## src/hdl/exec_state_pkg.sv

```systemverilog
// Constants and types for the execution-state status bits
package exec_state_pkg;
	localparam int          PSW_WIDTH      = 32;
	localparam int          SAT_BIT        = 27;
	localparam int          EXEC_HI_MSB    = 26;
	localparam int          EXEC_HI_LSB    = 25;
	localparam int          STATE_BIT      = 24;
	localparam int          EXEC_LO_MSB    = 15;
	localparam int          EXEC_LO_LSB    = 10;
	localparam int          RESUME_MSB     = 15;
	localparam int          RESUME_LSB     = 12;
	localparam int          ITB_MASK_LSB   = 10;
	localparam logic        STATE_RESET    = 1'b1;
	localparam logic [7:0]  ITB_RESET      = 8'h00;
	localparam logic [3:0]  RESUME_RESET   = 4'h0;
	localparam logic [3:0]  ITB_DONE_MASK  = 4'h8;

	// View selector of a status-register move
	typedef enum logic [1:0] {
		VIEW_FULL  = 2'b00,
		VIEW_EXEC  = 2'b01,
		VIEW_APP   = 2'b10,
		VIEW_OTHER = 2'b11
	} view_e;

	// Which content the combined field holds
	typedef enum logic [1:0] {
		FIELD_IDLE   = 2'b00,
		FIELD_ITB    = 2'b01,
		FIELD_RESUME = 2'b10
	} field_e;
endpackage : exec_state_pkg

```

## src/hdl/exec_field_if.sv

```systemverilog
// Interface carrying the combined field between the state keeper and the encoder
`timescale 1ns/100ps
interface exec_field_if;
	import exec_state_pkg::*;
	field_e      mode;
	logic [7:0]  itb;
	logic [3:0]  resume;
	logic [1:0]  bits_hi;
	logic [5:0]  bits_lo;
	modport keeper  (output mode, output itb, output resume, input bits_hi, input bits_lo);
	modport encoder (input mode, input itb, input resume, output bits_hi, output bits_lo);
endinterface : exec_field_if

```

## src/hdl/exec_field_encode.sv

```systemverilog
// Packs the combined field into status bits 26:25 and 15:10
`timescale 1ns/100ps
module exec_field_encode
	import exec_state_pkg::*;
(
	exec_field_if.encoder fld    // Field contents in, packed bits out
);
	// Resume form zeroes 26:25 and 11:10, block form splits eight bits
	assign fld.bits_hi = (fld.mode == FIELD_ITB) ? fld.itb[1:0] : 2'b00;
	assign fld.bits_lo = (fld.mode == FIELD_ITB)    ? fld.itb[7:2] :
	                     (fld.mode == FIELD_RESUME) ? {fld.resume, 2'b00} : 6'h00;
endmodule : exec_field_encode

```

## src/hdl/execution_state_status_bits.sv

```systemverilog
// Execution-state bits of the program status word
`timescale 1ns/100ps
module execution_state_status_bits
	import exec_state_pkg::*;
(
	input  wire logic        clock_in,            // Core clock, 125 MHz
	input  wire logic        rstn_in,             // Asynchronous reset, active low
	input  wire logic        vector_valid_in,     // Vector fetched at entry or reset
	input  wire logic [31:0] vector_value_in,     // Fetched vector word
	input  wire logic        exch_branch_in,      // Exchange branch or stack load to PC
	input  wire logic [31:0] branch_target_in,    // Target address of that branch
	input  wire logic        exc_return_in,       // Exception return, stacked word valid
	input  wire logic [31:0] stacked_word_in,     // Status word popped from stack
	input  wire logic        itb_start_in,        // If-then instruction executed
	input  wire logic [7:0]  itb_init_in,         // Base condition and slot mask
	input  wire logic        insn_retire_in,      // An instruction completes
	input  wire logic        insn_issue_in,       // An instruction attempts execution
	input  wire logic        xfer_interrupt_in,   // Multi-transfer suspended by interrupt
	input  wire logic [3:0]  xfer_next_reg_in,    // Next register operand index
	input  wire logic        xfer_done_in,        // Resumed transfer finished
	input  wire logic        sat_set_in,          // Saturation event
	input  wire logic        move_write_in,       // Status-register move write
	input  wire logic        move_privileged_in,  // Move comes from privileged code
	input  wire logic [1:0]  move_view_in,        // View targeted by the move
	input  wire logic [31:0] move_wdata_in,       // Move write data
	output logic [31:0]      move_rdata_out,      // Move read data for the view
	output logic [31:0]      stack_word_out,      // Full word for stacking on entry
	output logic             exec_state_out,      // Current instruction set state bit
	output logic             itb_active_out,      // Current instruction is conditional
	output logic [3:0]       itb_cond_out,        // Condition of current block slot
	output logic             xfer_resume_out,     // Resume transfer from index
	output logic [3:0]       xfer_start_reg_out,  // Register to resume at
	output logic             state_fault_out      // Fault: executing with state clear
);
	exec_field_if fld ();

	// View decode shared by the move write and read paths
	function automatic logic view_shows_app(input logic [1:0] view);
		return (view == VIEW_FULL) || (view == VIEW_APP);
	endfunction : view_shows_app

	function automatic logic view_shows_exec(input logic [1:0] view);
		return (view == VIEW_FULL) || (view == VIEW_EXEC);
	endfunction : view_shows_exec

	// Architectural state and its next values
	logic        state_bit;
	logic        sat;
	logic [7:0]  itb;
	logic [3:0]  resume;
	field_e      mode;
	logic        fault;
	logic        next_state_bit;
	logic        next_sat;
	logic [7:0]  next_itb;
	logic [3:0]  next_resume;
	field_e      next_mode;

	// Decode of the incoming requests
	wire         itb_last   = (itb[3:0] == ITB_DONE_MASK);
	wire  [3:0]  itb_shift  = {itb[2:0], 1'b0};
	wire         app_view   = view_shows_app(move_view_in);
	wire         sat_clear  = move_write_in && app_view && !move_wdata_in[SAT_BIT];
	wire         view_exec  = move_privileged_in && view_shows_exec(move_view_in);
	// Block form leaves a nonzero mask in 26:25 or 11:10
	wire         stk_itb    = (stacked_word_in[EXEC_HI_MSB:EXEC_HI_LSB] != 2'b00) ||
	                          (stacked_word_in[11:10] != 2'b00);
	wire  [7:0]  stk_field  = {stacked_word_in[EXEC_LO_MSB:EXEC_LO_LSB],
	                           stacked_word_in[EXEC_HI_MSB:EXEC_HI_LSB]};
	wire  [31:0] full_word;

	// Field contents handed to the encoder
	assign fld.mode   = mode;
	assign fld.itb    = itb;
	assign fld.resume = resume;

	// Encoder packs the field into its status bit positions
	exec_field_encode u_encode (
		.fld (fld.encoder)
	);

	// Full word: reserved bits stay zero
	// Same layout is pushed on entry and popped on return
	assign full_word = {4'h0, sat, fld.bits_hi, state_bit, 8'h00, fld.bits_lo, 10'h000};

	// State bit sources by priority; software writes never reach it
	// Vector fetch outranks return, which outranks a branch
	assign next_state_bit = vector_valid_in ? vector_value_in[0] :
	                        exc_return_in   ? stacked_word_in[STATE_BIT] :
	                        exch_branch_in  ? branch_target_in[0] : state_bit;

	// Set wins over clear; only a move clears it
	// No arithmetic result can clear the flag on its own
	assign next_sat = sat_set_in ? 1'b1 : (sat_clear ? 1'b0 : sat);

	// Combined field sequencing
	always_comb begin
		next_mode   = mode;
		next_itb    = itb;
		next_resume = resume;
		// A vector fetch drops any pending block or transfer
		if (vector_valid_in) begin
			next_mode   = FIELD_IDLE;
			next_itb    = ITB_RESET;
			next_resume = RESUME_RESET;
		end else if (exc_return_in) begin
			// Stacked word decides block form, resume form or neither
			if (stk_itb) begin
				next_mode   = FIELD_ITB;
				next_itb    = stk_field;
				next_resume = RESUME_RESET;
			end else if (stk_field[7:4] != 4'h0) begin
				next_mode   = FIELD_RESUME;
				next_itb    = ITB_RESET;
				next_resume = stacked_word_in[RESUME_MSB:RESUME_LSB];
			end else begin
				next_mode   = FIELD_IDLE;
				next_itb    = ITB_RESET;
				next_resume = RESUME_RESET;
			end
		end else if (xfer_interrupt_in) begin
			next_mode   = FIELD_RESUME;
			next_resume = xfer_next_reg_in;
			next_itb    = ITB_RESET;
		end else if (itb_start_in) begin
			next_mode   = FIELD_ITB;
			next_itb    = itb_init_in;
		end else if (mode == FIELD_ITB && insn_retire_in) begin
			if (itb_last) begin
				next_mode = FIELD_IDLE;
				next_itb  = ITB_RESET;
			end else begin
				// Mask moves up; its top bit becomes the slot inversion
				next_itb  = {itb[7:5], itb[3], itb_shift};
			end
		end else if (mode == FIELD_RESUME && xfer_done_in) begin
			next_mode   = FIELD_IDLE;
			next_resume = RESUME_RESET;
		end
	end

	// Fault is dropped while a vector fetch restores the state bit
	wire         next_fault = insn_issue_in && !state_bit && !vector_valid_in;

	// Instruction set state bit
	always_ff @(posedge clock_in or negedge rstn_in) begin
		if (!rstn_in) begin
			state_bit <= STATE_RESET;
		end else begin
			state_bit <= next_state_bit;
		end
	end

	// Saturation flag
	always_ff @(posedge clock_in or negedge rstn_in) begin
		if (!rstn_in) begin
			sat <= 1'b0;
		end else begin
			sat <= next_sat;
		end
	end

	// Combined field and its content kind
	// Mode says whether the field holds a block or an index
	always_ff @(posedge clock_in or negedge rstn_in) begin
		if (!rstn_in) begin
			itb    <= ITB_RESET;
			resume <= RESUME_RESET;
			mode   <= FIELD_IDLE;
		end else begin
			itb    <= next_itb;
			resume <= next_resume;
			mode   <= next_mode;
		end
	end

	// One-cycle fault pulse
	always_ff @(posedge clock_in or negedge rstn_in) begin
		if (!rstn_in) begin
			fault <= 1'b0;
		end else begin
			fault <= next_fault;
		end
	end

	// Move read: exec bits only in full or exec view, privileged
	// Application view carries saturation only
	always_comb begin
		move_rdata_out = 32'h0000_0000;
		if (app_view)
			move_rdata_out[SAT_BIT] = sat;
		if (view_exec) begin
			move_rdata_out[EXEC_HI_MSB:EXEC_HI_LSB] = fld.bits_hi;
			move_rdata_out[STATE_BIT]               = state_bit;
			move_rdata_out[EXEC_LO_MSB:EXEC_LO_LSB] = fld.bits_lo;
		end
	end

	// Outputs decoded from the registers
	assign stack_word_out     = full_word;
	assign exec_state_out     = state_bit;
	assign itb_active_out     = (mode == FIELD_ITB);
	assign itb_cond_out       = {itb[7:5], itb[4]};
	assign xfer_resume_out    = (mode == FIELD_RESUME);
	assign xfer_start_reg_out = resume;
	assign state_fault_out    = fault;
endmodule : execution_state_status_bits

```

## config.mk

```make
export PLATFORM = sky130hd
export DESIGN_NAME = execution_state_status_bits
export DESIGN_NICKNAME = d
export VERILOG_FILES = /design/src/hdl/exec_state_pkg.sv /design/src/hdl/exec_field_if.sv /design/src/hdl/exec_field_encode.sv /design/src/hdl/execution_state_status_bits.sv
export SDC_FILE = /design/constraint.sdc
export NUM_CORES = 1
export LEC_CHECK = 0
export ABC_AREA = 0
export BUFFER_PORTS_ARGS = -buffer_cell sky130_fd_sc_hd__buf_2
export CAP_MARGIN = 20
export CELL_PAD_IN_SITES_DETAIL_PLACEMENT = 0
export CELL_PAD_IN_SITES_GLOBAL_PLACEMENT = 1
export CORE_AREA = 5 5 97 99
export CTS_CLUSTER_DIAMETER = 60
export DETAILED_ROUTE_END_ITERATION = 6
export DIE_AREA = 0 0 102 104
export PLACE_DENSITY_LB_ADDON = 0.1
export SYNTH_ARGS = -nofsm -noshare
export SYNTH_HDL_FRONTEND = slang
export SYNTH_SLANG_ARGS = --single-unit
```

## constraint.sdc

```tcl
create_clock -name clock_in -period 1.6 [get_ports clock_in]
set_input_delay 0.08 -clock clock_in [delete_from_list [all_inputs] [get_ports clock_in]]
set_output_delay 0.08 -clock clock_in [all_outputs]
set_load 0.02 [all_outputs]
```

==> results.yml, run 1 <==
status:
  status: "completed"
drt:
  vias: 1276
  wire_per_inst_um: 14.5
  routed_wl_um: 4900
  drcViolationCount: 0
  firstDrtPassIters: 3
  drtAntennaViolNets: 0
  routed_via_density: 3.78
  drt_iter0_drc: 31
sta:
  setup_ws_ns: 0.0689
  layout_min_cycle_time_ns: 1.53
  slew_headroom_pct: 55.7
  final.setup_skew_ns: 0.00686
  tightest_slew_ns: 0.662
  finalCritPeriodShare_pct: 95.7
  final.setup.tns_ns: 0
  fmax_mhz: 653
  hold_violations: 0
  drv_slew: 0
  finalSetupViolCount: 0
yosys:
  synth_common_cells: "buf_4, dfrtp_1, o2bb2ai_1, and2_1"
  synth_edf_count: 0
  synth_flop_cell: "dfrtp_1"
  yosysWarnings: 0
  seq_area_frac_synth_pct: 28.8
  yosysUniqueCellTypes: 41
  yosysTopAreaCellShare_pct: 27.0
  synthTopCellsByArea: "dfrtp_1, buf_4, o2bb2ai_1"
  synth_top_cell_by_area: "dfrtp_1"
  synth_area_mm2: 0.00148
  synthCells: 153
  ys_ff_latch: 17
  async_reset_ff_share_pct: 100
  avgSynthCellArea_um2: 9.70
  synth_most_common_cell: "buf_4"
cells_and_area:
  seq_area_um2: 427
  multi_input_area_um2: 822
  num-fill-cells: 948
  num_antenna_cells: 0
  nNetsFinal: 386
  final_layout_size_suffix_gt1_share_pct: 43.5
  syn_to_final_growth_pct: 27.8
worst_setup_path:
  crit_start: "fld.mode[0]"
  r2r_end: "xfer_start_reg_out[2]"
  cp-end-kind: "output port"
  worstSetupStartpointType: "register"
  r2r_cells: 5
  required_ns: 1.52
  crit_end: "move_rdata_out[13]"
  r2r_start: "fld.mode[1]"
  cp_data_arrival_time_ns: 1.45
  path_class: "register to output port"
  crit_fanout: 3
  rrSetupSlack_ns: 0.14
cts:
  clk_pin_slew_ns: 0.07
  cts.path.max_buffers: 2
  h-tree-depth: 1
  cts_buffers: 3
  cts_root_buf: "clkbuf_8"
  cts_tree: "yes"
  cts_sinks: 17
  insertion_delay_ns: 0.25
global_route:
  grt-ovfl-total: 0
  grt_antenna_before_repair: 0
  grt_pass1_vias: 1231
  grt_pass1_wl_um: 7040
  grt_max_degree: 18
  grt_use_total_pct: 8.60
die:
  die_height_um: 104
  die_area_mm2: 0.0106
  initial_core_util_pct: 17.5
  fp.dieW_um: 102
  rows: 34
  core_area_mm2: 0.00847
  io_pins: 231
power:
  power_density_mw_per_mm2: 647
  vdd_drop_max_mv: 0.198
  p_leak_uw: 0.000990
placement:
  dp_hpwl_um: 4070
  port_buffers: 70
  gp_congestion: 0.686
  place_ws_ns: 0.110
worst_hold_path:
  min_path_type: "input port to register"
run:
  maxCapViolCount: 0
==> cells by family after synthesis <==
kind of cell,synth area share (%)
buffers and inverters,27.7
AND/OR/NAND/NOR,16.4
multiplexers,6.41
flip-flops,28.8
other,0.253
AO/OA/AOI/OAI,20.5
==> layout by cell type (no fill, tap or decap), drive strengths merged, types with 2 or more instances in the layout <==
cell	synthesis	routed
and3	4	4
o2bb2ai	12	12
mux2i	5	5
clkbuf	0	4
a21oi	2	2
buf	55	84
nor2b	5	5
a22o	4	4
dfrtp	16	16
a21o	2	2
nor4	2	2
o21ai	2	2
conb	1	44
and2	10	10
mux2	4	4
nand2	2	2
a32oi	4	4
nor3b	2	2
a22oi	4	4
==> worst min-delay path by stage <==
stage                     cells past startpoint         end  startpoint  slack (ns)
after floorplan                               0  fld.itb[0]     rstn_in       -0.22
after global placement                        1         sat     rstn_in        0.06
after detailed placement                      1         sat     rstn_in        0.05
after CTS                                     2         sat  sat_set_in       0.005
after global routing                          2         sat  sat_set_in        0.02
final                                         2         sat  sat_set_in       0.008
==> through the flow <==
| step | cells | power, uW | hold slack (ns) | cell area [um^2] | util (%) |
|---|---|---|---|---|---|
| floorplan | 196 | 825 | -0.216 | 1650 | - |
| global placement | 330 | 891 | 0.0566 | 1800 | 21.3 |
| detailed placement | 330 | 890 | 0.0545 | 1800 | 21.3 |
| CTS | 336 | 1230 | 0.00475 | 1860 | 22.0 |
| global route | 338 | 1300 | 0.0201 | 1900 | 22.4 |
| finish | 338 | 1230 | 0.00803 | 1900 | 22.4 |
==> power breakdown <==
| group | switching, uW | total (uW) | internal (uW) | leakage, uW |
|---|---|---|---|---|
| registers | 24.4 | 481 | 457 | 0.000220 |
| clock network | 158 | 335 | 177 | 0.0000228 |
| logic | 268 | 411 | 142 | 0.000747 |
==> timing repair <==
| action | CTS | global route |
|---|---|---|
| hold buffers | 1 | 0 |
| endpoints found under the setup margin | 4 | 8 |
| pin swaps | 0 | 0 |
| buffers inserted | 1 | 2 |
| resized for setup | 0 | 5 |
| hold endpoints to repair | 16 | 0 |
==> state kept, by name, indices dropped and copies added (netlist names) <==
register            cells
fld.itb                 8
xfer_start_reg_out      4
fld.mode                2
exec_state_out          1
sat                     1
state_fault_out         1
==> per-layer routing <==
layer / vias to the layer above / global-route usage (%) / wire length (um)
li1: 623 / - / -
met1: 589 / 11.0 / 2100
met2: 62 / 14.2 / 2270
met3: 2 / 2.08 / 485
met4: 0 / 2.53 / 44
met5: - / 0 / 0
==> final cells by class <==
cell class / instances / share of cell area (%)
clock buffers: 4 / 2.37
flip-flops and latches: 17 / 22.5
well taps: 108 / 7.12
repair buffers: 85 / 24.7
multi-input cells: 124 / 43.3
==> critical path: stages, from the launching register on <==
cell	delay, ns
dfrtp_1	0.40
nor2b_4	0.14
buf_4	0.13
a22o_1	0.23
and2_1	0.15
buf_4	0.15
(Power assumes the default switching activity.)
==> inputs of run 2 (changes only) <==
--- a/config.mk
+++ b/config.mk
@@ -14,6 +14,7 @@
 export CTS_CLUSTER_DIAMETER = 60
 export DETAILED_ROUTE_END_ITERATION = 6
 export DIE_AREA = 0 0 102 104
+export HOLD_SLACK_MARGIN = 0.02
 export PLACE_DENSITY_LB_ADDON = 0.1
 export SYNTH_ARGS = -nofsm -noshare
 export SYNTH_HDL_FRONTEND = slang
==> results.yml, run 2 (synthesized netlist as in run 1, its figures left out) <==
global_route:
  grt-ovfl-total: 0
  grt_pass1_vias: 1231
  grt_use_total_pct: 8.60
  grt_max_degree: 18
  grt_antenna_before_repair: 0
  grt_pass1_wl_um: 7040
cells_and_area:
  regMostFlops: "fld.itb"
  syn_to_final_growth_pct: 28.5
  nNetsFinal: 387
  largest_reg_flops: 8
  num_antenna_cells: 0
  final_layout_size_suffix_gt1_share_pct: 43.3
  final_cell_area_mm2: 0.00191
  num-fill-cells: 947
  finish.utilization_pct: 22.5
  final_common_cell: "buf_2"
  final_cell_mix: "buf_2, conb_1, dfrtp_1"
drt:
  firstDrtPassIters: 3
  drcViolationCount: 0
  routed_via_density: 3.77
  wire_per_inst_um: 14.5
  drt_iter0_drc: 34
  vias: 1278
  drtAntennaViolNets: 0
  routed_wl_um: 4910
worst_setup_path:
  worstSetupStartpointType: "register"
  required_ns: 1.52
  crit_fanout: 3
  path_class: "register to output port"
  cp_data_arrival_time_ns: 1.45
  cp-end-kind: "output port"
power:
  power_density_mw_per_mm2: 644
  vdd_drop_max_mv: 0.198
  p_leak_uw: 0.000994
  total_power_uw: 1230
sta:
  setup_ws_ns: 0.0689
  final.setup_skew_ns: 0.00686
  layout_min_cycle_time_ns: 1.53
  hold_violations: 0
  tightest_slew_ns: 0.662
  finalSetupViolCount: 0
  final.setup.tns_ns: 0
  fmax_mhz: 653
  finalCritPeriodShare_pct: 95.7
  drv_slew: 0
  slew_headroom_pct: 55.7
placement:
  gp_congestion: 0.686
  place_ws_ns: 0.110
  place_area_mm2: 0.00180
  port_buffers: 70
  dp_hpwl_um: 4070
die:
  core_area_mm2: 0.00847
  die_height_um: 104
  initial_core_util_pct: 17.5
  die_area_mm2: 0.0106
  rows: 34
  io_pins: 231
  fp.dieW_um: 102
run:
  maxCapViolCount: 0
cts:
  cts_sinks: 17
  clk_pin_slew_ns: 0.07
  cts_tree: "yes"
  cts.path.max_buffers: 2
  insertion_delay_ns: 0.25
  cts_buffers: 3
  h-tree-depth: 1
  cts_root_buf: "clkbuf_8"
worst_hold_path:
  min_path_type: "input port to register"
status:
  status: "completed"
run 2: cell count changes in the layout (fill, tap and decap cells not counted), sizes merged:
cell / delta
dlygate4sd3: +1
run 2: metrics by stage:
stage                     hold WS, ns  instances
after floorplan                -0.216        196
after global placement         0.0566        330
after detailed placement       0.0545        330
after CTS                      0.0650        337
after global routing           0.0582        339
final                          0.0638        339
run 2: power breakdown:
part	leakage, uW	switching (uW)	internal, uW	total [uW]
clock	0.0000228	158	177	335
sequential	0.000220	24.4	457	481
combinational	0.000751	269	144	413
run 2: layer usage:
layer,routed length [um],global-route usage [%],up-vias
met5,0,0,-
met4,44,2.53,0
met3,490,2.08,2
met2,2280,14.2,62
met1,2100,11.0,589
li1,-,-,625
run 2: worst paths after layout:
path | from | to | slack (ns) | depth (start not counted)
worst max-delay path | fld.mode[0] | move_rdata_out[13] | 0.07 | 5
worst min-delay path | vector_value_in[0] | exec_state_out | 0.06 | 2
worst max register to register | fld.mode[1] | xfer_start_reg_out[2] | 0.14 | 5
worst min register to register | sat | sat | 0.50 | 1
max in group asynchronous | rstn_in | exec_state_out | 0.96 | 2
min in group asynchronous | rstn_in | sat | 0.30 | 2
run 2: critical path: stages (launching register included):
cell and delay (ns):
dfrtp_1 0.40, nor2b_4 0.14, buf_4 0.13, a22o_1 0.23, and2_1 0.15, buf_4 0.15
run 2: cell type report:
cell class	count	area, um^2	share of cell area (%)
well taps	108	135	7.09
clock buffers	4	45.0	2.36
repair buffers	86	478	25.1
multi-input cells	124	822	43.1
flip-flops and latches	17	427	22.4
run 2: repair_timing:
item | CTS | global route
buffers inserted | 1 | 2
setup endpoints to repair | 4 | 8
endpoints found under the hold margin | 17 | 0
gates resized for setup | 0 | 5
pin swaps | 0 | 0
hold buffers | 2 | 0
